## src/logic/pclk_defines.vh

```
// constants and register layout for the pll clock reset and lock control block
`ifndef PCLK_DEFINES_VH
`define PCLK_DEFINES_VH
`define PCLK_ADR_CTRL 32'h8007fc50
`define PCLK_ADR_STAT 32'h8007fc54
// bit numbers below are lsb-0 positions (31 - msb-0 number)
`define PCLK_B_WAKE_MASK 28
`define PCLK_B_DEC_GATE 26
`define PCLK_B_LOLRST_EN 25
`define PCLK_B_OSCRST_EN 24
`define PCLK_F_MULT_HI 22
`define PCLK_F_MULT_LO 19
`define PCLK_F_PMODE_HI 9
`define PCLK_F_PMODE_LO 8
`define PCLK_F_PRESC_HI 3
`define PCLK_F_PRESC_LO 0
`define PCLK_B_TEST_EN 27
`define PCLK_B_MULT_LOCK 26
`define PCLK_B_PMODE_LOCK 25
`define PCLK_B_PRESC_LOCK 24
`define PCLK_F_TSEL_HI 17
`define PCLK_F_TSEL_LO 16
`define PCLK_B_WAKE_REQ 8
`define PCLK_B_STICKY 2
`define PCLK_B_LOCKED 1
`define PCLK_B_OSC_MISS 0
`define PCLK_CTRL_RST 32'h00000000
`define PCLK_CTRL_DEC_RST 1'b1
`define PCLK_MULT_RST 4'h1
`define PCLK_PRESC_RST 4'h0
`define PCLK_PMODE_RST 2'h0
`define PCLK_PRESC_MAX 4'h9
`define PCLK_PRESC_SAT 4'ha
`define PCLK_MULT_BASE 4'h4
`endif

```

## src/logic/pclk_ctrl.v

```verilog
// clock register pair, clock reset generation and clock-control outputs
`timescale 1ns/1ps
`include "pclk_defines.vh"
module pclk_ctrl (
    input wire REF_CLK, // 250 MHz system clock
    input wire NRST, // async reset, active low (keep-alive power-on)
    input wire EXT_RESET, // external reset request, active high
    input wire PLL_LOCKED, // pll lock indication
    input wire OSC_LOST, // oscillator detector: high below 125 kHz, low above 500 kHz
    input wire PLL_BYPASS, // pll bypass strap
    input wire ONE_TO_ONE, // one-to-one clock mode strap
    input wire FREEZE, // debug freeze mode
    input wire DEC_MSB, // decrementer most significant bit
    input wire IRQ_WAKE, // external interrupt pin wake request, active high
    input wire [31:0] WB_ADR_I, // wishbone address
    input wire [31:0] WB_DAT_I, // wishbone write data
    input wire [3:0] WB_SEL_I, // wishbone byte selects
    input wire WB_WE_I, // wishbone write enable
    input wire WB_CYC_I, // wishbone cycle
    input wire WB_STB_I, // wishbone strobe
    output reg [31:0] WB_DAT_O, // wishbone read data
    output reg WB_ACK_O, // wishbone acknowledge
    output reg WB_ERR_O, // wishbone error on unmapped address
    output reg CLOCK_RESET, // internal clock reset, active high
    output reg POWER_DOWN_WAKE_OUTPUT, // external supply wake request
    output reg SELF_CLOCKED_MODE, // pll forced into self-clocked mode
    output reg DECREMENTER_CLOCK_GATE, // decrementer clock enable
    output reg WAKE_PIN_EXIT, // masked interrupt wake toward exit logic
    output reg [3:0] FEEDBACK_DIVIDE, // pll feedback divider, 4..11
    output reg [3:0] PRESCALE_LOG2, // output divide as power of two, 0..10
    output reg [1:0] POWER_MODE_SELECT // 00 normal, 01 single chip, 10 doze, 11 sleep
);
    // control register fields
    reg wake_pin_mask_q;
    reg decrementer_clock_gate_q;
    reg lock_loss_reset_enable_q;
    reg osc_loss_reset_enable_q;
    reg [3:0] multiplication_factor_q;
    reg [1:0] power_mode_select_q;
    reg [3:0] output_prescaler_q;
    // status register fields
    reg pll_test_enable_q;
    reg multiplier_write_lock_q;
    reg power_mode_write_lock_q;
    reg prescaler_write_lock_q;
    reg [1:0] pll_test_select_q;
    reg wake_request_q;
    reg pll_lock_sticky_q;
    reg test_lock_q;
    reg test_osc_q;
    reg dec_msb_q;
    reg clk_rst_q;
    wire test_mode;
    wire locked_view;
    wire osc_view;
    wire lock_loss;
    wire clk_rst_d;
    wire req;
    wire wr;
    wire hit_ctrl;
    wire hit_stat;
    wire [31:0] ctrl_rd;
    wire [31:0] stat_rd;
    wire [31:0] wmask;
    wire dec_rise;

    // expand byte selects into a bit mask
    function [31:0] sel_mask;
        input [3:0] sel;
        begin
            sel_mask = {{8{sel[3]}}, {8{sel[2]}}, {8{sel[1]}}, {8{sel[0]}}};
        end
    endfunction

    // merge written bits under mask into a current value
    function merge_bit;
        input cur;
        input newv;
        input m;
        begin
            merge_bit = m ? newv : cur;
        end
    endfunction

    assign test_mode = pll_test_enable_q;
    assign osc_view = test_mode ? test_osc_q : OSC_LOST;
    // bypass/test force a locked report; lost oscillator drops lock
    assign locked_view = (PLL_BYPASS || test_mode) ? 1'b1 :
        (test_mode ? test_lock_q : (PLL_LOCKED && !osc_view));
    // in bypass/test the pll is off, so the raw loss request fires if enabled
    assign lock_loss = (PLL_BYPASS || test_mode) ? 1'b1 : !locked_view;
    assign clk_rst_d = EXT_RESET || (osc_view && osc_loss_reset_enable_q) ||
        (lock_loss && lock_loss_reset_enable_q) ||
        (clk_rst_q && !locked_view && !EXT_RESET && !PLL_BYPASS && !test_mode);
    assign req = WB_CYC_I && WB_STB_I && !WB_ACK_O && !WB_ERR_O;
    assign hit_ctrl = (WB_ADR_I == `PCLK_ADR_CTRL);
    assign hit_stat = (WB_ADR_I == `PCLK_ADR_STAT);
    assign wr = req && WB_WE_I;
    assign wmask = sel_mask(WB_SEL_I);
    assign dec_rise = DEC_MSB && !dec_msb_q;

    // reserved bits assemble as zero
    assign ctrl_rd = {3'h0, wake_pin_mask_q, 1'b0, decrementer_clock_gate_q, lock_loss_reset_enable_q,
        osc_loss_reset_enable_q, 1'b0, multiplication_factor_q, 9'h000, power_mode_select_q, 4'h0,
        output_prescaler_q};
    assign stat_rd = {4'h0, pll_test_enable_q, multiplier_write_lock_q, power_mode_write_lock_q,
        prescaler_write_lock_q, 6'h00, pll_test_select_q, 7'h00, wake_request_q, 5'h00,
        pll_lock_sticky_q, locked_view, osc_view};

    // decrementer edge detector and the clock reset flop live on keep-alive reset only
    always @(posedge REF_CLK or negedge NRST) begin
        if (!NRST) begin
            dec_msb_q <= 1'b0;
            clk_rst_q <= 1'b1;
        end else begin
            dec_msb_q <= DEC_MSB;
            clk_rst_q <= clk_rst_d;
        end
    end

    // control register: back to reset values on clock reset, locks gate field writes
    always @(posedge REF_CLK or negedge NRST) begin
        if (!NRST) begin
            wake_pin_mask_q <= 1'b0;
            decrementer_clock_gate_q <= `PCLK_CTRL_DEC_RST;
            lock_loss_reset_enable_q <= 1'b0;
            osc_loss_reset_enable_q <= 1'b0;
            multiplication_factor_q <= `PCLK_MULT_RST;
            power_mode_select_q <= `PCLK_PMODE_RST;
            output_prescaler_q <= `PCLK_PRESC_RST;
        end else if (clk_rst_q) begin
            wake_pin_mask_q <= 1'b0;
            decrementer_clock_gate_q <= `PCLK_CTRL_DEC_RST;
            lock_loss_reset_enable_q <= 1'b0;
            osc_loss_reset_enable_q <= 1'b0;
            multiplication_factor_q <= `PCLK_MULT_RST;
            power_mode_select_q <= `PCLK_PMODE_RST;
            output_prescaler_q <= `PCLK_PRESC_RST;
        end else if (wr && hit_ctrl) begin
            wake_pin_mask_q <= merge_bit(wake_pin_mask_q, WB_DAT_I[`PCLK_B_WAKE_MASK],
                wmask[`PCLK_B_WAKE_MASK]);
            decrementer_clock_gate_q <= merge_bit(decrementer_clock_gate_q, WB_DAT_I[`PCLK_B_DEC_GATE],
                wmask[`PCLK_B_DEC_GATE]);
            lock_loss_reset_enable_q <= merge_bit(lock_loss_reset_enable_q, WB_DAT_I[`PCLK_B_LOLRST_EN],
                wmask[`PCLK_B_LOLRST_EN]);
            osc_loss_reset_enable_q <= merge_bit(osc_loss_reset_enable_q, WB_DAT_I[`PCLK_B_OSCRST_EN],
                wmask[`PCLK_B_OSCRST_EN]);
            if (!multiplier_write_lock_q && wmask[`PCLK_F_MULT_HI]) begin
                multiplication_factor_q <= WB_DAT_I[`PCLK_F_MULT_HI:`PCLK_F_MULT_LO];
            end
            if (!power_mode_write_lock_q && wmask[`PCLK_F_PMODE_HI]) begin
                power_mode_select_q <= WB_DAT_I[`PCLK_F_PMODE_HI:`PCLK_F_PMODE_LO];
            end
            if (!prescaler_write_lock_q && wmask[`PCLK_F_PRESC_HI]) begin
                output_prescaler_q <= WB_DAT_I[`PCLK_F_PRESC_HI:`PCLK_F_PRESC_LO];
            end
        end
    end

    // status register; wake request keeps its value through clock reset
    always @(posedge REF_CLK or negedge NRST) begin
        if (!NRST) begin
            pll_test_enable_q <= 1'b0;
            multiplier_write_lock_q <= 1'b0;
            power_mode_write_lock_q <= 1'b0;
            prescaler_write_lock_q <= 1'b0;
            pll_test_select_q <= 2'h0;
            pll_lock_sticky_q <= 1'b0;
            test_lock_q <= 1'b0;
            test_osc_q <= 1'b0;
        end else if (clk_rst_q) begin
            pll_test_enable_q <= 1'b0;
            multiplier_write_lock_q <= 1'b0;
            power_mode_write_lock_q <= 1'b0;
            prescaler_write_lock_q <= 1'b0;
            pll_test_select_q <= 2'h0;
            pll_lock_sticky_q <= 1'b0;
            test_lock_q <= 1'b0;
            test_osc_q <= 1'b0;
        end else begin
            if (wr && hit_stat && wmask[`PCLK_B_TEST_EN]) begin
                pll_test_enable_q <= WB_DAT_I[`PCLK_B_TEST_EN];
                // once set, a lock bit only clears by a write in freeze mode or by clock reset
                multiplier_write_lock_q <= FREEZE ? WB_DAT_I[`PCLK_B_MULT_LOCK] :
                    (multiplier_write_lock_q | WB_DAT_I[`PCLK_B_MULT_LOCK]);
                power_mode_write_lock_q <= FREEZE ? WB_DAT_I[`PCLK_B_PMODE_LOCK] :
                    (power_mode_write_lock_q | WB_DAT_I[`PCLK_B_PMODE_LOCK]);
                prescaler_write_lock_q <= FREEZE ? WB_DAT_I[`PCLK_B_PRESC_LOCK] :
                    (prescaler_write_lock_q | WB_DAT_I[`PCLK_B_PRESC_LOCK]);
            end
            if (wr && hit_stat && wmask[`PCLK_F_TSEL_HI]) begin
                pll_test_select_q <= WB_DAT_I[`PCLK_F_TSEL_HI:`PCLK_F_TSEL_LO];
            end
            if (wr && hit_stat && wmask[`PCLK_B_LOCKED] && test_mode) begin
                test_lock_q <= WB_DAT_I[`PCLK_B_LOCKED];
                test_osc_q <= WB_DAT_I[`PCLK_B_OSC_MISS];
            end
            // out-of-lock wins even against a simultaneous software set
            if (!locked_view) begin
                pll_lock_sticky_q <= 1'b0;
            end else if (wr && hit_stat && wmask[`PCLK_B_STICKY] && WB_DAT_I[`PCLK_B_STICKY]) begin
                pll_lock_sticky_q <= 1'b1;
            end
        end
    end

    // wake request: only keep-alive reset touches it, hardware set beats clear
    always @(posedge REF_CLK or negedge NRST) begin
        if (!NRST) begin
            wake_request_q <= 1'b0;
        end else if (dec_rise) begin
            wake_request_q <= 1'b1;
        end else if (wr && hit_stat && wmask[`PCLK_B_WAKE_REQ]) begin
            wake_request_q <= WB_DAT_I[`PCLK_B_WAKE_REQ];
        end
    end

    // wishbone slave: one wait state, ack or err for one cycle
    always @(posedge REF_CLK or negedge NRST) begin
        if (!NRST) begin
            WB_ACK_O <= 1'b0;
            WB_ERR_O <= 1'b0;
            WB_DAT_O <= 32'h00000000;
        end else begin
            WB_ACK_O <= req && (hit_ctrl || hit_stat);
            WB_ERR_O <= req && !(hit_ctrl || hit_stat);
            if (req && !WB_WE_I && hit_ctrl) begin
                WB_DAT_O <= ctrl_rd;
            end else if (req && !WB_WE_I && hit_stat) begin
                WB_DAT_O <= stat_rd;
            end else begin
                WB_DAT_O <= 32'h00000000;
            end
        end
    end

    // registered control outputs
    always @(posedge REF_CLK or negedge NRST) begin
        if (!NRST) begin
            CLOCK_RESET <= 1'b1;
            POWER_DOWN_WAKE_OUTPUT <= 1'b0;
            SELF_CLOCKED_MODE <= 1'b0;
            DECREMENTER_CLOCK_GATE <= `PCLK_CTRL_DEC_RST;
            WAKE_PIN_EXIT <= 1'b0;
            FEEDBACK_DIVIDE <= `PCLK_MULT_BASE;
            PRESCALE_LOG2 <= 4'h0;
            POWER_MODE_SELECT <= `PCLK_PMODE_RST;
        end else begin
            CLOCK_RESET <= clk_rst_q;
            POWER_DOWN_WAKE_OUTPUT <= wake_request_q;
            SELF_CLOCKED_MODE <= osc_view;
            DECREMENTER_CLOCK_GATE <= decrementer_clock_gate_q;
            WAKE_PIN_EXIT <= IRQ_WAKE && wake_pin_mask_q;
            // top multiplier bit is don't-care; 4 plus low three bits
            FEEDBACK_DIVIDE <= `PCLK_MULT_BASE + {1'b0, multiplication_factor_q[2:0]};
            if (ONE_TO_ONE) begin
                PRESCALE_LOG2 <= 4'h0;
            end else if (output_prescaler_q > `PCLK_PRESC_MAX) begin
                PRESCALE_LOG2 <= `PCLK_PRESC_SAT;
            end else begin
                PRESCALE_LOG2 <= output_prescaler_q;
            end
            POWER_MODE_SELECT <= power_mode_select_q;
        end
    end
endmodule

```

## config.mk

```make
export PLATFORM = sky130hd
export DESIGN_NAME = pclk_ctrl
export DESIGN_NICKNAME = d
export VERILOG_FILES = /design/src/logic/pclk_ctrl.v
export VERILOG_INCLUDE_DIRS = /design/src /design/src/logic
export SDC_FILE = /design/constraint.sdc
export NUM_CORES = 1
export LEC_CHECK = 0
export ABC_AREA = 1
export ABC_CLOCK_PERIOD_IN_PS = 3920
export BUFFER_PORTS_ARGS = -buffer_cell sky130_fd_sc_hd__buf_2
export CAP_MARGIN = 20
export CORE_MARGIN = 3
export CORE_UTILIZATION = 50
export CTS_CLUSTER_DIAMETER = 120
export CTS_CLUSTER_SIZE = 28
export DETAILED_ROUTE_END_ITERATION = 8
export PLACE_DENSITY_LB_ADDON = 0.05
export SLEW_MARGIN = 10
export SYNTH_ARGS = -nofsm -noshare
export SYNTH_HDL_FRONTEND = slang
export SYNTH_SLANG_ARGS = --single-unit
```

## constraint.sdc

```tcl
create_clock -name REF_CLK -period 3.92 [get_ports REF_CLK]
set_clock_uncertainty 0.05 [all_clocks]
set_input_delay 0.784 -clock REF_CLK [delete_from_list [all_inputs] [get_ports REF_CLK]]
set_output_delay 0.784 -clock REF_CLK [all_outputs]
set_load 0.02 [all_outputs]
```

==> out/metrics.yaml, run 1 <==
sta:
  tightest_slew_ps: 917
  hold_violations: 0
  rsz0062_at_grt: "no"
  fin_tns_setup_ps: 0
  clock.fmax_mhz: 541
  setup_viol: 0
  slew_violations: 0
  period_minus_slack_ps: 1850
  slew_headroom_pct: 38.8
  finalCritPeriodShare_pct: 47.1
routing:
  dr.pass1.iters: 4
  drt_iter0_drc: 70
  routed-via-count: 2424
  wl_per_cell_um: 12.0
  ant_nets: 0
  drc_errors: 0
  wl_um: 6020
  viasPerCell: 4.84
grt:
  grt_pass1_vias: 2280
  gr-usage-all-layers_pct: 20.1
  grt_pass1_wl_um: 9830
  grt_overflow_total: 0
  grt_max_degree: 45
  antenna_found_initial: 0
logic_synthesis:
  syn_area_mm2: 0.00285
  synthCells: 320
  yosysUniqueCellTypes: 28
  netlist.area_leader.share_pct: 46.5
  ys_seq_area_share_pct: 52.1
  synth_largest_area_cell: "dfrtp_1"
  yosys-top-cells-count: "57 x nand2_1, 57 x nor2_1, 53 x dfrtp_1"
  synth_edf_count: 0
  synth.avg_cell_area_um2: 8.91
  synth.area.top_cells: "dfrtp_1 47%, nand2_1 7.5%, nor2_1 7.5%"
  ys_async_sr_fraction_pct: 100
  synth-seq-cells: 59
  ys_warn_count: 0
  synth-main-ff-cell: "dfrtp_1"
finish:
  nNetsFinal: 507
  area_growth_pct: 24.3
  fillers: 456
  antenna_cells: 0
  fin_util_pct: 66.8
  drive_gt1_share_pct: 36.0
  layout.cells.non_filler: 501
floorplanning:
  ios: 130
  core_mm2: 0.00530
  die_h_um: 81.5
  row_count: 26
  dieArea_mm2: 0.00664
  initial_core_util_pct: 53.8
  die_w_um: 81.5
pwr:
  leakage_nw: 1.98
  swShare_pct: 25.6
  p_seq_share_pct: 50.1
  ir_drop_mv: 0.284
  p_comb_share_pct: 9.2
  p_int_mw: 0.920
  switchingPower_mw: 0.317
  p_clk_share_pct: 40.7
  powerDensity_mw_per_mm2: 349
placement:
  port_buffers: 99
  hpwl_um: 4660
  gp_congestion: 0.794
  placed_cells: 485
setup_path:
  cp.required_ps: 3090
  path_cells: "buf_2"
  cp.depth: 1
  cp_max_fo: 1
  setup.worst_path.end: "DECREMENTER_CLOCK_GATE"
  crit_family: "flip-flops"
  endpoint_kind: "primary output"
  crit_path_start: "DECREMENTER_CLOCK_GATE"
  start_kind: "register"
  r2r-start: "WB_ACK_O"
  worstRegToRegCells: 5
  r2r_end: "WB_DAT_O[2]"
  cp.arrival_ps: 1010
  r2r_slack_ps: 2340
  slowest_delay_ps: 530
  slowest_stage: "dfstp_2"
  worst-setup-path-type: "reg2out"
  critPathBufInv: 1
cts:
  cts_tree: "built"
  cts_max_level: 3
  clkTransAtPathRegs_ps: 70
  clock-sinks: 59
  post_cts_buffers: 0
  cts_resized: 0
  clockRootBuffer: "clkbuf_8"
  clock_path_buffers: 2
  cts_buffers: 9
  clk-insertion-delay-late_ps: 330
  hold_buffers: 0
run_status:
  status: "complete, no violations"
min_path:
  hold_path_class: "reg2reg"
  hp-start: "multiplication_factor_q[2]"
job:
  cap_violations: 0
registers in the layout, indices dropped and copies added (netlist names), 2 cells and up:
name	count
WB_DAT_O	17
FEEDBACK_DIVIDE	4
PRESCALE_LOG2	4
multiplication_factor_q	4
output_prescaler_q	4
POWER_MODE_SELECT	2
pll_test_select_q	2
power_mode_select_q	2
layout make-up:
type / count / area [um^2] / area share, %
clock buffers: 11 / 151 / 4.27
clock inverters: 5 / 36.3 / 1.02
inverters: 42 / 158 / 4.45
multi-input cells: 213 / 1120 / 31.5
flip-flops and latches: 59 / 1480 / 41.9
well taps: 70 / 87.6 / 2.47
repair buffers: 101 / 510 / 14.4
kinds of logic (layout without fill, tap and decap cells):
family | Yosys count | count (layout) | synth area share [%]
AOI/OAI and AO/OA | 22 | 22 | 5.44
other | 1 | 15 | 0.132
buffers and inverters | 62 | 159 | 10.6
and+or+nand+nor | 176 | 176 | 31.7
DFF | 59 | 59 | 52.1
metal layers:
layer / up-vias / track usage [%] / part of all wire, %
met5: - / 0 / 0
met4: 0 / 8.45 / 1.8
met3: 11 / 5.04 / 7.9
met2: 97 / 35.1 / 50
met1: 1123 / 23.4 / 40
li1: 1193 / - / -
worst min path at each step:
stage	to	slack (ps)	cells past startpoint
2_1_floorplan	FEEDBACK_DIVIDE[1]	300	0
3_3_place_gp	CLOCK_RESET	310	0
3_5_place_dp	FEEDBACK_DIVIDE[1]	310	0
4_1_cts	CLOCK_RESET	320	0
5_1_grt	CLOCK_RESET	320	0
6_report	FEEDBACK_DIVIDE[3]	320	0
through the flow:
step	power (mW)	area [um^2]	setup WS (ps)	hold WS (ps)
finish	1.24	3540	2070	323
global route	1.29	3540	1990	324
CTS	1.25	3540	2070	324
detailed placement	0.746	3360	1760	309
global placement	0.743	3360	1770	307
floorplan	0.697	2900	2070	304
placed cells by master (no fill, tap or decap), types with 6 or more instances in the layout:
cell       n
nand2_1   57
clkbuf_8  11
nand4_1   10
nor2_1    57
conb_1    15
inv_1     40
dfstp_2    6
buf_2     99
nand3_1   27
nand3_4    6
nor2_2     7
dfrtp_1   53
power groups by stage:
stage / Combinational (mW) / Clock, mW / Sequential, mW
finish: 0.114 / 0.503 / 0.620
global route: 0.129 / 0.542 / 0.620
CTS: 0.115 / 0.513 / 0.620
detailed placement: 0.115 / 0 / 0.631
global placement: 0.113 / 0 / 0.631
floorplan: 0.0626 / 0 / 0.635
Power figures use the tool's default switching activity.
==> run 2: changes to the inputs <==
--- a/config.mk
+++ b/config.mk
@@ -7,11 +7,11 @@
 export NUM_CORES = 1
 export LEC_CHECK = 0
 export ABC_AREA = 1
-export ABC_CLOCK_PERIOD_IN_PS = 3920
+export ABC_CLOCK_PERIOD_IN_PS = 1600
 export BUFFER_PORTS_ARGS = -buffer_cell sky130_fd_sc_hd__buf_2
 export CAP_MARGIN = 20
 export CORE_MARGIN = 3
-export CORE_UTILIZATION = 50
+export CORE_UTILIZATION = 42
 export CTS_CLUSTER_DIAMETER = 120
 export CTS_CLUSTER_SIZE = 28
 export DETAILED_ROUTE_END_ITERATION = 8
==> constraint.sdc (replaced) <==
create_clock -name REF_CLK -period 1.6 [get_ports REF_CLK]
set_clock_uncertainty 0.05 [all_clocks]
set_input_delay 0.32 -clock REF_CLK [delete_from_list [all_inputs] [get_ports REF_CLK]]
set_output_delay 0.32 -clock REF_CLK [all_outputs]
set_load 0.02 [all_outputs]
==> run 2 against run 1 <==
First-iteration DRC count is 2.9% lower. Setup slack worse by 1900 ps. Die area is 18% higher. Sequential power is 150% higher. Power grew to 2.6 times the previous value. Utilization is 8.9 points lower. Sequential share of layout area is 2.2 points lower. Wire length is 4.8% higher. Critical path type is now reg2reg. Combinational power grew to 2.6 times the previous value.
==> out/metrics.yaml, run 2 (synthesized netlist as in run 1, its figures left out) <==
cts:
  clockRootBuffer: "clkbuf_8"
  cts_max_level: 3
  clk-insertion-delay-late_ps: 330
  cts_buffers: 9
  clock-sinks: 59
  clkTransAtPathRegs_ps: 60
  clock_path_buffers: 2
  cts_tree: "built"
finish:
  layout.cells.non_filler: 525
  largest_reg_flops: 17
  design_area_mm2: 0.00374
  final_cell_mix: "99 x buf_2, 57 x nand2_1, 56 x nor2_1"
  nNetsFinal: 524
  area_growth_pct: 31.3
  final_common_cell: "buf_2"
  drive_gt1_share_pct: 38.2
  regMostFlops: "WB_DAT_O"
  antenna_cells: 0
sta:
  period_minus_slack_ps: 1460
  fin_tns_setup_ps: 0
  clock.fmax_mhz: 686
  hold_violations: 0
  rsz0062_at_grt: "no"
  finalCritPeriodShare_pct: 91.1
  setup_viol: 0
  final.setup.worst_slack_ps: 142
  slew_violations: 0
setup_path:
  endpoint_kind: "register"
  critPathBufInv: 2
  slowest_stage: "dfrtp_1"
  crit_family: "simple AND/OR/NAND/NOR gates"
  start_kind: "register"
  worst-setup-path-type: "reg2reg"
  cp.required_ps: 1820
  crit_path_start: "WB_ACK_O"
  cp.arrival_ps: 1670
  slowest_delay_ps: 390
  path_cells: "nor2_2 > nand3_4 > nor2_8 > buf_4 > nand3_4 > inv_2 > nand3_1 > nand2_1"
  cp_max_fo: 5
  r2r-start: "WB_ACK_O"
  crit_top_cell: "nand3_4"
grt:
  gr-usage-all-layers_pct: 17.6
  antenna_found_initial: 0
  grt_overflow_total: 0
  grt_pass1_vias: 2381
  grt_max_degree: 35
  grt_pass1_wl_um: 10400
placement:
  pre_cts_ws_ps: -34.0
  hpwl_um: 4950
  placed_cells: 507
  gp_congestion: 0.779
  port_buffers: 99
  dpl_cell_area_mm2: 0.00351
floorplanning:
  ios: 130
  die_h_um: 88.4
  core_mm2: 0.00646
  initial_core_util_pct: 44.1
  dieArea_mm2: 0.00781
  die_w_um: 88.4
  row_count: 29
min_path:
  hold_path_class: "in2reg"
  hp-start: "DEC_MSB"
pwr:
  ir_drop_mv: 0.465
  leakage_nw: 2.08
  power_mw: 3.19
  powerDensity_mw_per_mm2: 853
routing:
  drc_errors: 0
  viasPerCell: 4.64
  dr.pass1.iters: 4
  routed-via-count: 2438
  wl_per_cell_um: 12.0
  ant_nets: 0
  drt_iter0_drc: 68
  wl_um: 6300
run_status:
  status: "complete, no violations"
job:
  cap_violations: 0
## run 2: changes by cell type in the layout (fill, tap and decap cells not counted)
cell,previous run,this run
dlygate4sd3_1,0,1
clkinvlp_4,3,2
buf_12,0,3
clkbuf_1,0,1
inv_6,1,0
buf_4,2,14
nor2_1,57,56
bufinv_16,0,1
nor2_2,7,8
buf_6,0,1
## run 2: layout make-up
| type | count | area [um^2] |
|---|---|---|
| Clock buffer | 12 | 155 |
| Clock inverter | 4 | 50.0 |
| Fill cell | 597 | 2720 |
| Inverter | 42 | 158 |
| Multi-Input combinational cell | 213 | 1120 |
| Sequential cell | 59 | 1480 |
| Tap cell | 77 | 96.3 |
| Timing Repair Buffer | 118 | 682 |
## run 2: worst paths after layout
check | end | slack (ps) | cells past startpoint
worst max-delay path | prescaler_write_lock_q | 140 | 8
worst min-delay path | dec_msb_q | 50 | 1
worst max register to register | prescaler_write_lock_q | 140 | 8
worst min register to register | CLOCK_RESET | 310 | 0
max in group asynchronous | DECREMENTER_CLOCK_GATE | 580 | 3
min in group asynchronous | POWER_MODE_SELECT[1] | 370 | 2
## run 2: power by group
group	switching, mW	internal, mW	total, mW	leakage (nW)
registers	0.00561	1.51	1.52	0.783
logic	0.189	0.110	0.299	1.20
clock network	0.575	0.801	1.38	0.0986
## run 2: what timing repair did
action                                  in CTS  in global routing
endpoints found under the setup margin       0                 12
hold endpoints to repair                    12                  0
hold buffers                                 1                  0
resized for setup                            0                  2
setup buffers                                0                  1
## run 2: stage by stage
stage,util (%),hold WS (ps)
final,58.0,54.0
after global routing,58.0,30.5
after CTS,57.7,36.9
after detailed placement,54.4,196
after global placement,54.4,195
after floorplan,-,-25.6
## run 2: metal layers
metal	share of wire, %	wire length [um]	up-vias	GRT usage, %
li1	-	-	1224	-
met3	7.4	467	8	6.70
met1	40	2540	1133	19.9
met4	1.4	88	0	5.91
met2	51	3200	73	30.4
met5	0	0	-	0
